[src/psif_regs.vh]
// psif_regs.vh: register indices, reset values, limits and field positions
// assumes apb byte address = 4 * index, 16-bit registers in the low data bits except the 32-bit pulse frequency
`ifndef PSIF_REGS_VH
`define PSIF_REGS_VH

`define PSIF_IDX_ENC_TYPE 12'h a00
`define PSIF_IDX_PPR 12'h a01
`define PSIF_IDX_FB_TYPE 12'h a02
`define PSIF_IDX_GEAR_L1 12'h a04
`define PSIF_IDX_GEAR_M1 12'h a05
`define PSIF_IDX_GEAR_L2 12'h a06
`define PSIF_IDX_GEAR_M2 12'h a07
`define PSIF_IDX_STALL_LVL 12'h a0a
`define PSIF_IDX_STALL_TIME 12'h a0b
`define PSIF_IDX_STALL_ACT 12'h a0c
`define PSIF_IDX_SLIP_RANGE 12'h a0d
`define PSIF_IDX_SLIP_TIME 12'h a0e
`define PSIF_IDX_ERR_ACT 12'h a0f
`define PSIF_IDX_REF_TYPE 12'h a10
`define PSIF_IDX_REF_GEAR_A 12'h a11
`define PSIF_IDX_REF_GEAR_B 12'h a12
`define PSIF_IDX_STATUS 12'h a20
`define PSIF_IDX_PULSE_FREQ 12'h a21
`define PSIF_IDX_ROT_SPEED 12'h a22

`define PSIF_RST_PPR 16'h 0258
`define PSIF_RST_GEAR 16'h 0064
`define PSIF_RST_STALL_LVL 16'h 0073
`define PSIF_RST_STALL_TIME 16'h 0001
`define PSIF_RST_SLIP_RANGE 16'h 0032
`define PSIF_RST_SLIP_TIME 16'h 0005
`define PSIF_RST_ACTION 16'h 0002
`define PSIF_RST_OFF 16'h 0000

`define PSIF_PPR_MAX 16'h 4e20
`define PSIF_STALL_LVL_MAX 16'h 0078
`define PSIF_STALL_TIME_MAX 16'h 0014
`define PSIF_SLIP_RANGE_MAX 16'h 0032
`define PSIF_SLIP_TIME_MAX 16'h 0064
`define PSIF_ACTION_MAX 16'h 0002
`define PSIF_TYPE_OFF 16'h 0000
`define PSIF_TYPE_PULSE 16'h 0005

`define PSIF_ACT_WARN 16'h 0000
`define PSIF_ACT_RAMP 16'h 0001
`define PSIF_ACT_COAST 16'h 0002

`define PSIF_ST_STALL 0
`define PSIF_ST_SLIP 1
`define PSIF_ST_GEAR2 2
`define PSIF_ST_FB_ON 3
`define PSIF_ST_REF_ON 4

`define PSIF_PCT 8'h 64
`define PSIF_CLK_MHZ 250
`define PSIF_TICK_US 100000
`define PSIF_FREQ_SCALE 100

`endif

[src/psif_pulse_speed.v]
// psif_pulse_speed.v: single-phase pulse input used as encoder speed feedback
// or as pulse-frequency reference, with encoder stall and slip supervision.
// assumes pulse_input_pin and gear_select_pin are asynchronous pins; the
// frequency ports come from drive logic on pclk, in units of 0.01 Hz.
`timescale 1ns/1ps
`include "psif_regs.vh"

module psif_pulse_speed #(
	parameter TICK_CYCLES = `PSIF_TICK_US * `PSIF_CLK_MHZ,
	parameter PERIOD_MAX = 24'h ffffff,
	parameter [47:0] CLK_SCALED = 48'h 0005_d21d_ba00
) (
	input wire pclk,
	input wire presetn,
	input wire psel,
	input wire penable,
	input wire pwrite,
	input wire [15:0] paddr,
	input wire [31:0] pwdata,
	output reg [31:0] prdata,
	output wire pready,
	output wire pslverr,
	input wire pulse_input_pin,
	input wire gear_select_pin,
	input wire closed_loop_vf_encoder_mode,
	input wire [15:0] max_operating_frequency,
	input wire [15:0] output_frequency,
	input wire [15:0] motor_frequency,
	output reg [15:0] feedback_speed_q,
	output reg [15:0] reference_freq_q,
	output reg stall_warn_q,
	output reg slip_warn_q,
	output reg fault_ramp_stop_q,
	output reg fault_coast_stop_q
);
	localparam S_IDLE = 2'b00;
	localparam S_FREQ = 2'b01;
	localparam S_SPEED = 2'b10;
	localparam S_LOAD = 2'b11;
	localparam [5:0] DIV_STEPS = 6'd47;

	reg [15:0] enc_type_q, ppr_q, fb_type_q, gl1_q, gm1_q, gl2_q, gm2_q;
	reg [15:0] stall_lvl_q, stall_time_q, stall_act_q, slip_rng_q, slip_time_q, err_act_q;
	reg [15:0] ref_type_q, ref_a_q, ref_b_q;
	reg stall_err_q, slip_err_q;
	reg pin_s1_q, pin_s2_q, pin_s3_q, gsel_s1_q, gsel_s2_q;
	reg [23:0] period_cnt_q;
	reg [31:0] pulse_freq_q;
	reg [15:0] speed_q;
	reg [1:0] state_q;
	reg [5:0] step_q;
	reg [47:0] num_q;
	reg [31:0] den_q;
	reg [32:0] rem_q;
	reg [31:0] tick_cnt_q;
	reg [7:0] stall_tmr_q, slip_tmr_q;

	wire idx_ok = (paddr[1:0] == 2'b00) && (paddr[15:14] == 2'b00);
	wire [11:0] idx = paddr[13:2];
	wire wr_en = psel && penable && pwrite;
	wire [15:0] wv = pwdata[15:0];
	wire wv_hi_zero = (pwdata[31:16] == 16'h0000);
	wire gear_ok = wv_hi_zero && (wv != 16'h0000);
	wire type_ok = wv_hi_zero && ((wv == `PSIF_TYPE_OFF) || (wv == `PSIF_TYPE_PULSE));
	wire act_ok = wv_hi_zero && (wv <= `PSIF_ACTION_MAX);
	reg mapped;

	wire fb_on = (enc_type_q == `PSIF_TYPE_PULSE) && (fb_type_q == `PSIF_TYPE_PULSE) &&
		(ref_type_q == `PSIF_TYPE_OFF) && closed_loop_vf_encoder_mode;
	wire ref_on = (enc_type_q == `PSIF_TYPE_PULSE) && (ref_type_q == `PSIF_TYPE_PULSE);
	wire [15:0] fb_a = gsel_s2_q ? gl2_q : gl1_q;
	wire [15:0] fb_b = gsel_s2_q ? gm2_q : gm1_q;
	wire [15:0] gear_a = ref_on ? ref_a_q : fb_a;
	wire [15:0] gear_b = ref_on ? ref_b_q : fb_b;

	assign pready = 1'b1;
	assign pslverr = psel && penable && !mapped;

	always @* begin
		mapped = idx_ok;
		prdata = 32'h 0000_0000;
		case (idx)
		`PSIF_IDX_ENC_TYPE: prdata[15:0] = enc_type_q;
		`PSIF_IDX_PPR: prdata[15:0] = ppr_q;
		`PSIF_IDX_FB_TYPE: prdata[15:0] = fb_type_q;
		`PSIF_IDX_GEAR_L1: prdata[15:0] = gl1_q;
		`PSIF_IDX_GEAR_M1: prdata[15:0] = gm1_q;
		`PSIF_IDX_GEAR_L2: prdata[15:0] = gl2_q;
		`PSIF_IDX_GEAR_M2: prdata[15:0] = gm2_q;
		`PSIF_IDX_STALL_LVL: prdata[15:0] = stall_lvl_q;
		`PSIF_IDX_STALL_TIME: prdata[15:0] = stall_time_q;
		`PSIF_IDX_STALL_ACT: prdata[15:0] = stall_act_q;
		`PSIF_IDX_SLIP_RANGE: prdata[15:0] = slip_rng_q;
		`PSIF_IDX_SLIP_TIME: prdata[15:0] = slip_time_q;
		`PSIF_IDX_ERR_ACT: prdata[15:0] = err_act_q;
		`PSIF_IDX_REF_TYPE: prdata[15:0] = ref_type_q;
		`PSIF_IDX_REF_GEAR_A: prdata[15:0] = ref_a_q;
		`PSIF_IDX_REF_GEAR_B: prdata[15:0] = ref_b_q;
		`PSIF_IDX_STATUS: begin
			prdata[`PSIF_ST_STALL] = stall_err_q;
			prdata[`PSIF_ST_SLIP] = slip_err_q;
			prdata[`PSIF_ST_GEAR2] = gsel_s2_q;
			prdata[`PSIF_ST_FB_ON] = fb_on;
			prdata[`PSIF_ST_REF_ON] = ref_on;
		end
		`PSIF_IDX_PULSE_FREQ: prdata = pulse_freq_q;
		`PSIF_IDX_ROT_SPEED: prdata[15:0] = speed_q;
		default: mapped = 1'b0;
		endcase
		if (!idx_ok) begin
			prdata = 32'h 0000_0000;
		end
	end

	// out-of-range writes are dropped so the stored setting is always legal
	always @(posedge pclk or negedge presetn) begin
		if (!presetn) begin
			enc_type_q <= `PSIF_RST_OFF;
			ppr_q <= `PSIF_RST_PPR;
			fb_type_q <= `PSIF_RST_OFF;
			gl1_q <= `PSIF_RST_GEAR;
			gm1_q <= `PSIF_RST_GEAR;
			gl2_q <= `PSIF_RST_GEAR;
			gm2_q <= `PSIF_RST_GEAR;
			stall_lvl_q <= `PSIF_RST_STALL_LVL;
			stall_time_q <= `PSIF_RST_STALL_TIME;
			stall_act_q <= `PSIF_RST_ACTION;
			slip_rng_q <= `PSIF_RST_SLIP_RANGE;
			slip_time_q <= `PSIF_RST_SLIP_TIME;
			err_act_q <= `PSIF_RST_ACTION;
			ref_type_q <= `PSIF_RST_OFF;
			ref_a_q <= `PSIF_RST_GEAR;
			ref_b_q <= `PSIF_RST_GEAR;
		end else if (wr_en && idx_ok) begin
			case (idx)
			`PSIF_IDX_ENC_TYPE: if (type_ok) enc_type_q <= wv;
			`PSIF_IDX_PPR: if (gear_ok && wv <= `PSIF_PPR_MAX) ppr_q <= wv;
			`PSIF_IDX_FB_TYPE: if (type_ok && !(wv == `PSIF_TYPE_PULSE && ref_type_q == `PSIF_TYPE_PULSE))
				fb_type_q <= wv;
			`PSIF_IDX_GEAR_L1: if (gear_ok) gl1_q <= wv;
			`PSIF_IDX_GEAR_M1: if (gear_ok) gm1_q <= wv;
			`PSIF_IDX_GEAR_L2: if (gear_ok) gl2_q <= wv;
			`PSIF_IDX_GEAR_M2: if (gear_ok) gm2_q <= wv;
			`PSIF_IDX_STALL_LVL: if (wv_hi_zero && wv <= `PSIF_STALL_LVL_MAX) stall_lvl_q <= wv;
			`PSIF_IDX_STALL_TIME: if (wv_hi_zero && wv <= `PSIF_STALL_TIME_MAX) stall_time_q <= wv;
			`PSIF_IDX_STALL_ACT: if (act_ok) stall_act_q <= wv;
			`PSIF_IDX_SLIP_RANGE: if (wv_hi_zero && wv <= `PSIF_SLIP_RANGE_MAX) slip_rng_q <= wv;
			`PSIF_IDX_SLIP_TIME: if (wv_hi_zero && wv <= `PSIF_SLIP_TIME_MAX) slip_time_q <= wv;
			`PSIF_IDX_ERR_ACT: if (act_ok) err_act_q <= wv;
			`PSIF_IDX_REF_TYPE: if (type_ok) ref_type_q <= wv;
			`PSIF_IDX_REF_GEAR_A: if (gear_ok) ref_a_q <= wv;
			`PSIF_IDX_REF_GEAR_B: if (gear_ok) ref_b_q <= wv;
			default: ;
			endcase
		end
	end

	always @(posedge pclk or negedge presetn) begin
		if (!presetn) begin
			pin_s1_q <= 1'b0;
			pin_s2_q <= 1'b0;
			pin_s3_q <= 1'b0;
			gsel_s1_q <= 1'b0;
			gsel_s2_q <= 1'b0;
		end else begin
			pin_s1_q <= pulse_input_pin;
			pin_s2_q <= pin_s1_q;
			pin_s3_q <= pin_s2_q;
			gsel_s1_q <= gear_select_pin;
			gsel_s2_q <= gsel_s1_q;
		end
	end

	wire pin_rise = pin_s2_q && !pin_s3_q;
	wire period_tmo = (period_cnt_q == PERIOD_MAX);
	wire [32:0] trial = {rem_q[31:0], num_q[47]};
	wire fits = (trial >= {1'b0, den_q});
	wire [47:0] spd_num = pulse_freq_q * gear_a;
	wire [31:0] spd_den = ppr_q * gear_b;
	// quotient is {num_q[46:0], fits} on the last step; saturate rather than wrap past 16 bits
	wire [15:0] spd_sat = (num_q[46:15] != 32'h 0000_0000) ? 16'h ffff : {num_q[14:0], fits};

	// edge interval measured, then two serial divisions
	always @(posedge pclk or negedge presetn) begin
		if (!presetn) begin
			period_cnt_q <= 24'h 000000;
			pulse_freq_q <= 32'h 0000_0000;
			speed_q <= 16'h 0000;
			state_q <= S_IDLE;
			step_q <= 6'h 00;
			num_q <= 48'h 0;
			den_q <= 32'h 0;
			rem_q <= 33'h 0;
		end else begin
			if (pin_rise || period_tmo) begin
				period_cnt_q <= 24'h 000001;
			end else begin
				period_cnt_q <= period_cnt_q + 24'h 000001;
			end
			case (state_q)
			S_IDLE: begin
				if (period_tmo) begin
					pulse_freq_q <= 32'h 0000_0000;
					speed_q <= 16'h 0000;
				end else if (pin_rise && period_cnt_q != 24'h 000000) begin
					num_q <= CLK_SCALED;
					den_q <= {8'h 00, period_cnt_q};
					rem_q <= 33'h 0;
					step_q <= 6'h 00;
					state_q <= S_FREQ;
				end
			end
			S_FREQ, S_SPEED: begin
				num_q <= {num_q[46:0], fits};
				rem_q <= fits ? (trial - {1'b0, den_q}) : trial;
				step_q <= step_q + 6'h 01;
				if (step_q == DIV_STEPS) begin
					step_q <= 6'h 00;
					rem_q <= 33'h 0;
					if (state_q == S_FREQ) begin
						pulse_freq_q <= (num_q[46:31] == 16'h 0000) ? {num_q[30:0], fits} : 32'h ffff_ffff;
						state_q <= S_LOAD;
					end else begin
						speed_q <= spd_sat;
						state_q <= S_IDLE;
					end
				end
			end
			// speed operands: rate times gear A over ppr times gear B
			// a rise seen while dividing is not measured; the period count still restarts
			S_LOAD: begin
				num_q <= spd_num;
				den_q <= spd_den;
				rem_q <= 33'h 0;
				step_q <= 6'h 00;
				state_q <= S_SPEED;
			end
			default: state_q <= S_IDLE;
			endcase
		end
	end

	// supervision: 0.1 s tick and per-check tick counters
	wire tick = (tick_cnt_q == TICK_CYCLES - 1);
	wire [31:0] out_pct = output_frequency * `PSIF_PCT;
	wire [31:0] stall_lim = max_operating_frequency * stall_lvl_q;
	wire [15:0] slip_diff = (speed_q > motor_frequency) ? speed_q - motor_frequency : motor_frequency - speed_q;
	wire [31:0] slip_pct = slip_diff * `PSIF_PCT;
	wire [31:0] slip_lim = max_operating_frequency * slip_rng_q;
	wire stall_cond = fb_on && (stall_lvl_q != 16'h 0000) && (out_pct > stall_lim);
	wire slip_cond = fb_on && (slip_rng_q != 16'h 0000) && (slip_pct > slip_lim);
	wire stall_trip = stall_cond && ({8'h 00, stall_tmr_q} > stall_time_q);
	wire slip_trip = slip_cond && ({8'h 00, slip_tmr_q} > slip_time_q);
	wire st_wr = wr_en && idx_ok && (idx == `PSIF_IDX_STATUS);

	always @(posedge pclk or negedge presetn) begin
		if (!presetn) begin
			tick_cnt_q <= 32'h 0000_0000;
			stall_tmr_q <= 8'h 00;
			slip_tmr_q <= 8'h 00;
			stall_err_q <= 1'b0;
			slip_err_q <= 1'b0;
		end else begin
			tick_cnt_q <= tick ? 32'h 0000_0000 : tick_cnt_q + 32'h 0000_0001;
			if (!stall_cond) begin
				stall_tmr_q <= 8'h 00;
			end else if (tick && stall_tmr_q != 8'h ff) begin
				stall_tmr_q <= stall_tmr_q + 8'h 01;
			end
			if (!slip_cond) begin
				slip_tmr_q <= 8'h 00;
			end else if (tick && slip_tmr_q != 8'h ff) begin
				slip_tmr_q <= slip_tmr_q + 8'h 01;
			end
			// a trip in the clearing cycle wins over the write-one-to-clear
			stall_err_q <= stall_trip || (stall_err_q && !(st_wr && pwdata[`PSIF_ST_STALL]));
			slip_err_q <= slip_trip || (slip_err_q && !(st_wr && pwdata[`PSIF_ST_SLIP]));
		end
	end

	always @(posedge pclk or negedge presetn) begin
		if (!presetn) begin
			stall_warn_q <= 1'b0;
			slip_warn_q <= 1'b0;
			fault_ramp_stop_q <= 1'b0;
			fault_coast_stop_q <= 1'b0;
			feedback_speed_q <= 16'h 0000;
			reference_freq_q <= 16'h 0000;
		end else begin
			stall_warn_q <= stall_err_q && (stall_act_q == `PSIF_ACT_WARN);
			slip_warn_q <= slip_err_q && (err_act_q == `PSIF_ACT_WARN);
			fault_ramp_stop_q <= (stall_err_q && stall_act_q == `PSIF_ACT_RAMP) ||
				(slip_err_q && err_act_q == `PSIF_ACT_RAMP);
			fault_coast_stop_q <= (stall_err_q && stall_act_q == `PSIF_ACT_COAST) ||
				(slip_err_q && err_act_q == `PSIF_ACT_COAST);
			feedback_speed_q <= fb_on ? speed_q : 16'h 0000;
			reference_freq_q <= ref_on ? speed_q : 16'h 0000;
		end
	end

endmodule // psif_pulse_speed

[config.mk]
export PLATFORM = sky130hd
export DESIGN_NAME = psif_pulse_speed
export DESIGN_NICKNAME = d
export VERILOG_FILES = /design/src/psif_pulse_speed.v
export VERILOG_INCLUDE_DIRS = /design/src
export SDC_FILE = /design/constraint.sdc
export NUM_CORES = 2
export LEC_CHECK = 0
export ABC_AREA = 1
export BUFFER_PORTS_ARGS = -buffer_cell sky130_fd_sc_hd__clkbuf_2
export CAP_MARGIN = 20
export CORE_MARGIN = 2
export CORE_UTILIZATION = 45
export DETAILED_ROUTE_END_ITERATION = 6
export GPL_TIMING_DRIVEN = 0
export PLACE_DENSITY = 0.69
export SLEW_MARGIN = 20
export SYNTH_ARGS = -nofsm -noshare
export SYNTH_HDL_FRONTEND = slang
export SYNTH_SLANG_ARGS = --single-unit
[constraint.sdc]
create_clock -name pclk -period 9.24 [get_ports pclk]
set_input_delay 0.462 -clock pclk [delete_from_list [all_inputs] [get_ports pclk]]
set_output_delay 0.462 -clock pclk [all_outputs]
set_load 0.01 [all_outputs]
==> qor_table.md <==
| Item | This run |
|:---|:---|
| Result of the run | finished clean |
| Clk network pwr share | 10.4% |
| Psw | 14700 µW |
| Global-route wire length before repair | 416.4 mm |
| Die Width | 414.6 µm |
| Share of power burned in combinational logic | 78.5% |
| Vias | 67530 |
| Register-to-register path setup slack | 260 ps |
| First-iteration detailed-routing DRC count | 5876 |
| Top library cells by usage in the layout, fill and taps aside | sky130_fd_sc_hd__inv_1, sky130_fd_sc_hd__nand2_1, sky130_fd_sc_hd__fa_1, sky130_fd_sc_hd__nor2_1, sky130_fd_sc_hd__ha_1 |
| FP Rows | 150 |
| Setup TNS after final layout | 0 ps |
| Source of the worst hold timing path | pwdata[10] |
| Buffer levels on the longest clock path | 3 |
| Launch point of the worst reg-to-reg path | gsel_s2_q |
| Starting Density | 45.36% |
| Post-synthesis instance total | 9882 |
| Root cell of the clock tree | sky130_fd_sc_hd__clkbuf_16 |
| Synthesized net count | 11680 |
| Total routing usage reported by global routing | 31.75% |
| Fraction of final layout cells sized beyond drive strength 1 | 5.343% |
| Vert. Die Dim | 414.6 µm |
| Final weighted congestion in routability-driven placement | 1.035 |
| Switching share of power | 55.73% |
| Total of max-cap violations | 0 |
| Max FO, Critical Path | 10 |
| Initial antenna violation count | 13 |
| Clk Latency, worst-skew pair | 730 ps |
| Layout net count | 11930 |
| Endpoint of the most critical register-to-register path | num_q[37] |
| Flop pwr share | 11.1% |
| Worst clock skew | 46.97 ps |
| IR drop worst, VDD | 0.9743 mV |
| Hold Path Class | in -> reg |
| Overflow left after global routing | 0 |
| Post-Route WL | 272.3 mm |
| Worst hold margin | 58.67 ps |
| Power density of the placed cells | 321.7 nW/µm² |
| Number of CTS-inserted buffers | 61 |
| Max-Slew Margin vs Limit | 22.84% |
| Detail-routed via count per cell | 5.451 |
| Post-CTS clock slew at the launch and capture registers of the worst setup and hold paths | 70 ps |
| Seq/Total Area, Yosys | 17.84% |
| Met3 capacity usage during global routing | 5.752% |
| Most used flip-flop cell after synthesis | sky130_fd_sc_hd__dfrtp_1 |
| Peak per-stage delay on the critical path | 810 ps |
| Number of synthesized register bits | 539 |
| Number of max-slew violations in the final report | 0 |
| Num Clock Sinks | 539 |
| Endpoint kind of the worst setup timing path | flip-flop |
| Setup repair after global routing missed its margin | yes |
| Vias in the first global route | 68780 |
| Standby leakage power | 0.04401 µW |
| Critical Path Source Type | flip-flop |
| Final Hold Viols | 0 |
| Met1 GRT Util | 39.57% |
| Yosys Warn Count | 0 |
| Hold depth | 3 |
| IO buf count | 172 |
| Tightest Pin Transition | 1145 ps |
| Share of async-settable or async-resettable flops after synthesis | 100.0% |
| Area Growth Syn to Fin | 8.098% |
| Endpoint arrival time on the critical path | 9580 ps |
| Clock tree from TritonCTS | built |
| Filler Cells Inserted | 16410 |
| Largest net degree at the start of global routing | 85 |
| Cell area after synthesis | 75850 µm² |
| Highest attainable clock frequency | 0.1114 GHz |
| Shortest clock period the worst path allows after layout | 8978 ps |
| Reg2reg path depth | 27 |
| Post-synthesis area per instance | 7.676 µm² |
| Netlist cell types | 70 |
| Dominant delay contributor by cell family on the critical path | adder cells |
| Final critical-path share of the clock period | 97.16% |
| Count of flip-flops with a built-in enable after synthesis | 0 |
| Final HPWL from detailed placement | 224.4 mm |
| Die ar. | 171900 µm² |
| Data required time at the worst endpoint | 9850 ps |
| Critical-path cell with the highest stage delay | sky130_fd_sc_hd__dfrtp_1 |
| Core outline area | 167200 µm² |
| Post-route ant nets | 0 |
| Hold Crit Endpoint | ppr_q[10] |
| H-tree depth reported by CTS | 2 |
| Met2 Track Usage GR | 51.24% |
| Post-detailed-route wirelength per cell | 21.98 µm |
| GR peak layer | met2 |
| I/O pin cnt | 174 |
| Count of endpoints failing setup in the final report | 0 |
| Leading cell type in the layout, fill and taps excluded | sky130_fd_sc_hd__inv_1 |
| First-pass iteration count of the detailed router | 6 |
| Internal power | 11680 µW |
| Crit path kind | reg -> reg |
| Number of buffers and inverters on the critical path | 6 |
| Remaining DRCs | 0 |
-- cells in the mapped netlist (5+ instances only) --
cell type                   instances  area [µm²]
sky130_fd_sc_hd__nor3_2             6       60.06
sky130_fd_sc_hd__inv_1           2220        8333
sky130_fd_sc_hd__a21oi_1          361        1807
sky130_fd_sc_hd__o21ai_1          117       585.6
sky130_fd_sc_hd__nor3_1           105       525.5
sky130_fd_sc_hd__dfrtp_1          504       12610
sky130_fd_sc_hd__inv_2             22       82.58
sky130_fd_sc_hd__nor3b_1            6       45.04
sky130_fd_sc_hd__a31oi_1           18       112.6
sky130_fd_sc_hd__xor2_1           107       937.2
sky130_fd_sc_hd__o21bai_1          26       195.2
sky130_fd_sc_hd__nor2_1           871        3269
sky130_fd_sc_hd__o41ai_1            6       52.55
sky130_fd_sc_hd__buf_1             34       127.6
sky130_fd_sc_hd__o21ai_0          401        2007
sky130_fd_sc_hd__nand2_4            7       78.83
sky130_fd_sc_hd__clkinv_1          16       60.06
sky130_fd_sc_hd__a22oi_1            6       45.04
sky130_fd_sc_hd__a221oi_1          48       420.4
sky130_fd_sc_hd__o21a_1            15       112.6
sky130_fd_sc_hd__nand3_1          243        1216
sky130_fd_sc_hd__a22o_1             9       78.83
sky130_fd_sc_hd__o22ai_1          106       663.1
sky130_fd_sc_hd__nor4_1            48       300.3
sky130_fd_sc_hd__buf_2             83       415.4
sky130_fd_sc_hd__nor2_2            11       68.82
sky130_fd_sc_hd__ha_1             666        8333
sky130_fd_sc_hd__a21boi_0           9       67.56
sky130_fd_sc_hd__nand4_1           81       506.7
sky130_fd_sc_hd__buf_4              9       67.56
sky130_fd_sc_hd__o2111ai_1          9       78.83
sky130_fd_sc_hd__nand2_2            5       31.28
sky130_fd_sc_hd__clkbuf_1         217       814.5
sky130_fd_sc_hd__a21o_1            34       255.2
sky130_fd_sc_hd__o21ai_2           16       140.1
sky130_fd_sc_hd__fa_1            1025       20520
sky130_fd_sc_hd__xnor2_1           64       560.5
sky130_fd_sc_hd__o211ai_1          44       330.3
sky130_fd_sc_hd__dfstp_2           35       919.6
sky130_fd_sc_hd__nand2_1         2180        8183
sky130_fd_sc_hd__a211oi_1          11       82.58
sky130_fd_sc_hd__or2_2             24       150.1
-- per-stage QoR --
step	setup WS [ps]	utilization (%)	total power, µW	cell area [µm²]	std cells
finish	262.4	49.03	26380	81990	12390
global route	-14.97	49.03	29430	81990	12390
CTS	244.2	48.98	26220	81910	12380
detailed placement	324.5	47.65	23300	79680	12270
global placement	-5317	47.52	22900	79470	12260
floorplan	2413	-	17700	75850	9882
-- flip-flops by register name, summed over array words and instances (netlist names), 24 cells and up --
signal        count
den_q            32
pulse_freq_q     32
tick_cnt_q       32
rem_q            32
period_cnt_q     24
num_q            48
-- cell families after synthesis --
group                      synth area share [%]
other                                  0.004944
DFF                                       17.84
adders and majority gates                 38.04
and+or+nand+nor                           19.35
xor gates and xnor gates                  1.975
AOI/OAI and AO/OA                         9.635
buffers and inverters                     13.11
muxes                                   0.05279
-- how the worst max path moves through the flow --
stage                         from                 to  slack [ps]  depth (start not counted)
floorplan           ref_type_q[15]          num_q[21]        2410                         32
global placement           presetn  fault_ramp_stop_q       -5320                          1
detailed placement      speed_q[0]      slip_tmr_q[3]         320                         38
CTS                     speed_q[0]      slip_tmr_q[6]         240                         38
global route        ref_type_q[10]          num_q[25]         -10                         32
finish                   gsel_s2_q          num_q[37]         260                         27
-- worst min-delay path, cell delays in order --
cell and delay [ps]:
sky130_fd_sc_hd__clkbuf_2 120, sky130_fd_sc_hd__o21ai_0 90, sky130_fd_sc_hd__inv_1 50
-- power by group through the flow --
stage                     registers [µW]  logic, µW  clock network (µW)
after detailed placement            2960      20300                   0
after CTS                           2920      20500                2770
after global routing                2950      23600                2860
final                               2930      20700                2740
after global placement              2950      19900                   0
after floorplan                     2830      14900                   0
-- layout make-up --
cell class	instances	area, µm²	share of cell area, %
clock buffer	75	1629	1.987
tap	2204	2758	3.363
multi-input combinational	6736	52420	63.93
timing repair buffer	186	1122	1.369
clock inverter	39	571.8	0.6974
inverter	2259	8484	10.35
buffer	348	1466	1.788
antenna	4	10.01	0.01221
sequential	539	13530	16.50
-- metal layers --
layer  vias up  share of wire, %  wire, µm
met5         -             0.012        34
met4         6               7.6     20670
met3       771               7.8     21320
met2      2962                46    124400
met1     33070                39    105900
li1      30730                 -         -
-- what timing repair did --
action / in CTS / in global routing
gates resized for setup: 0 / 15
endpoints found under the setup margin: 0 / 24
hold endpoints to repair: 51 / 0
setup buffers: 0 / 4
hold buffers: 3 / 0
Power figures use the tool's default switching activity.
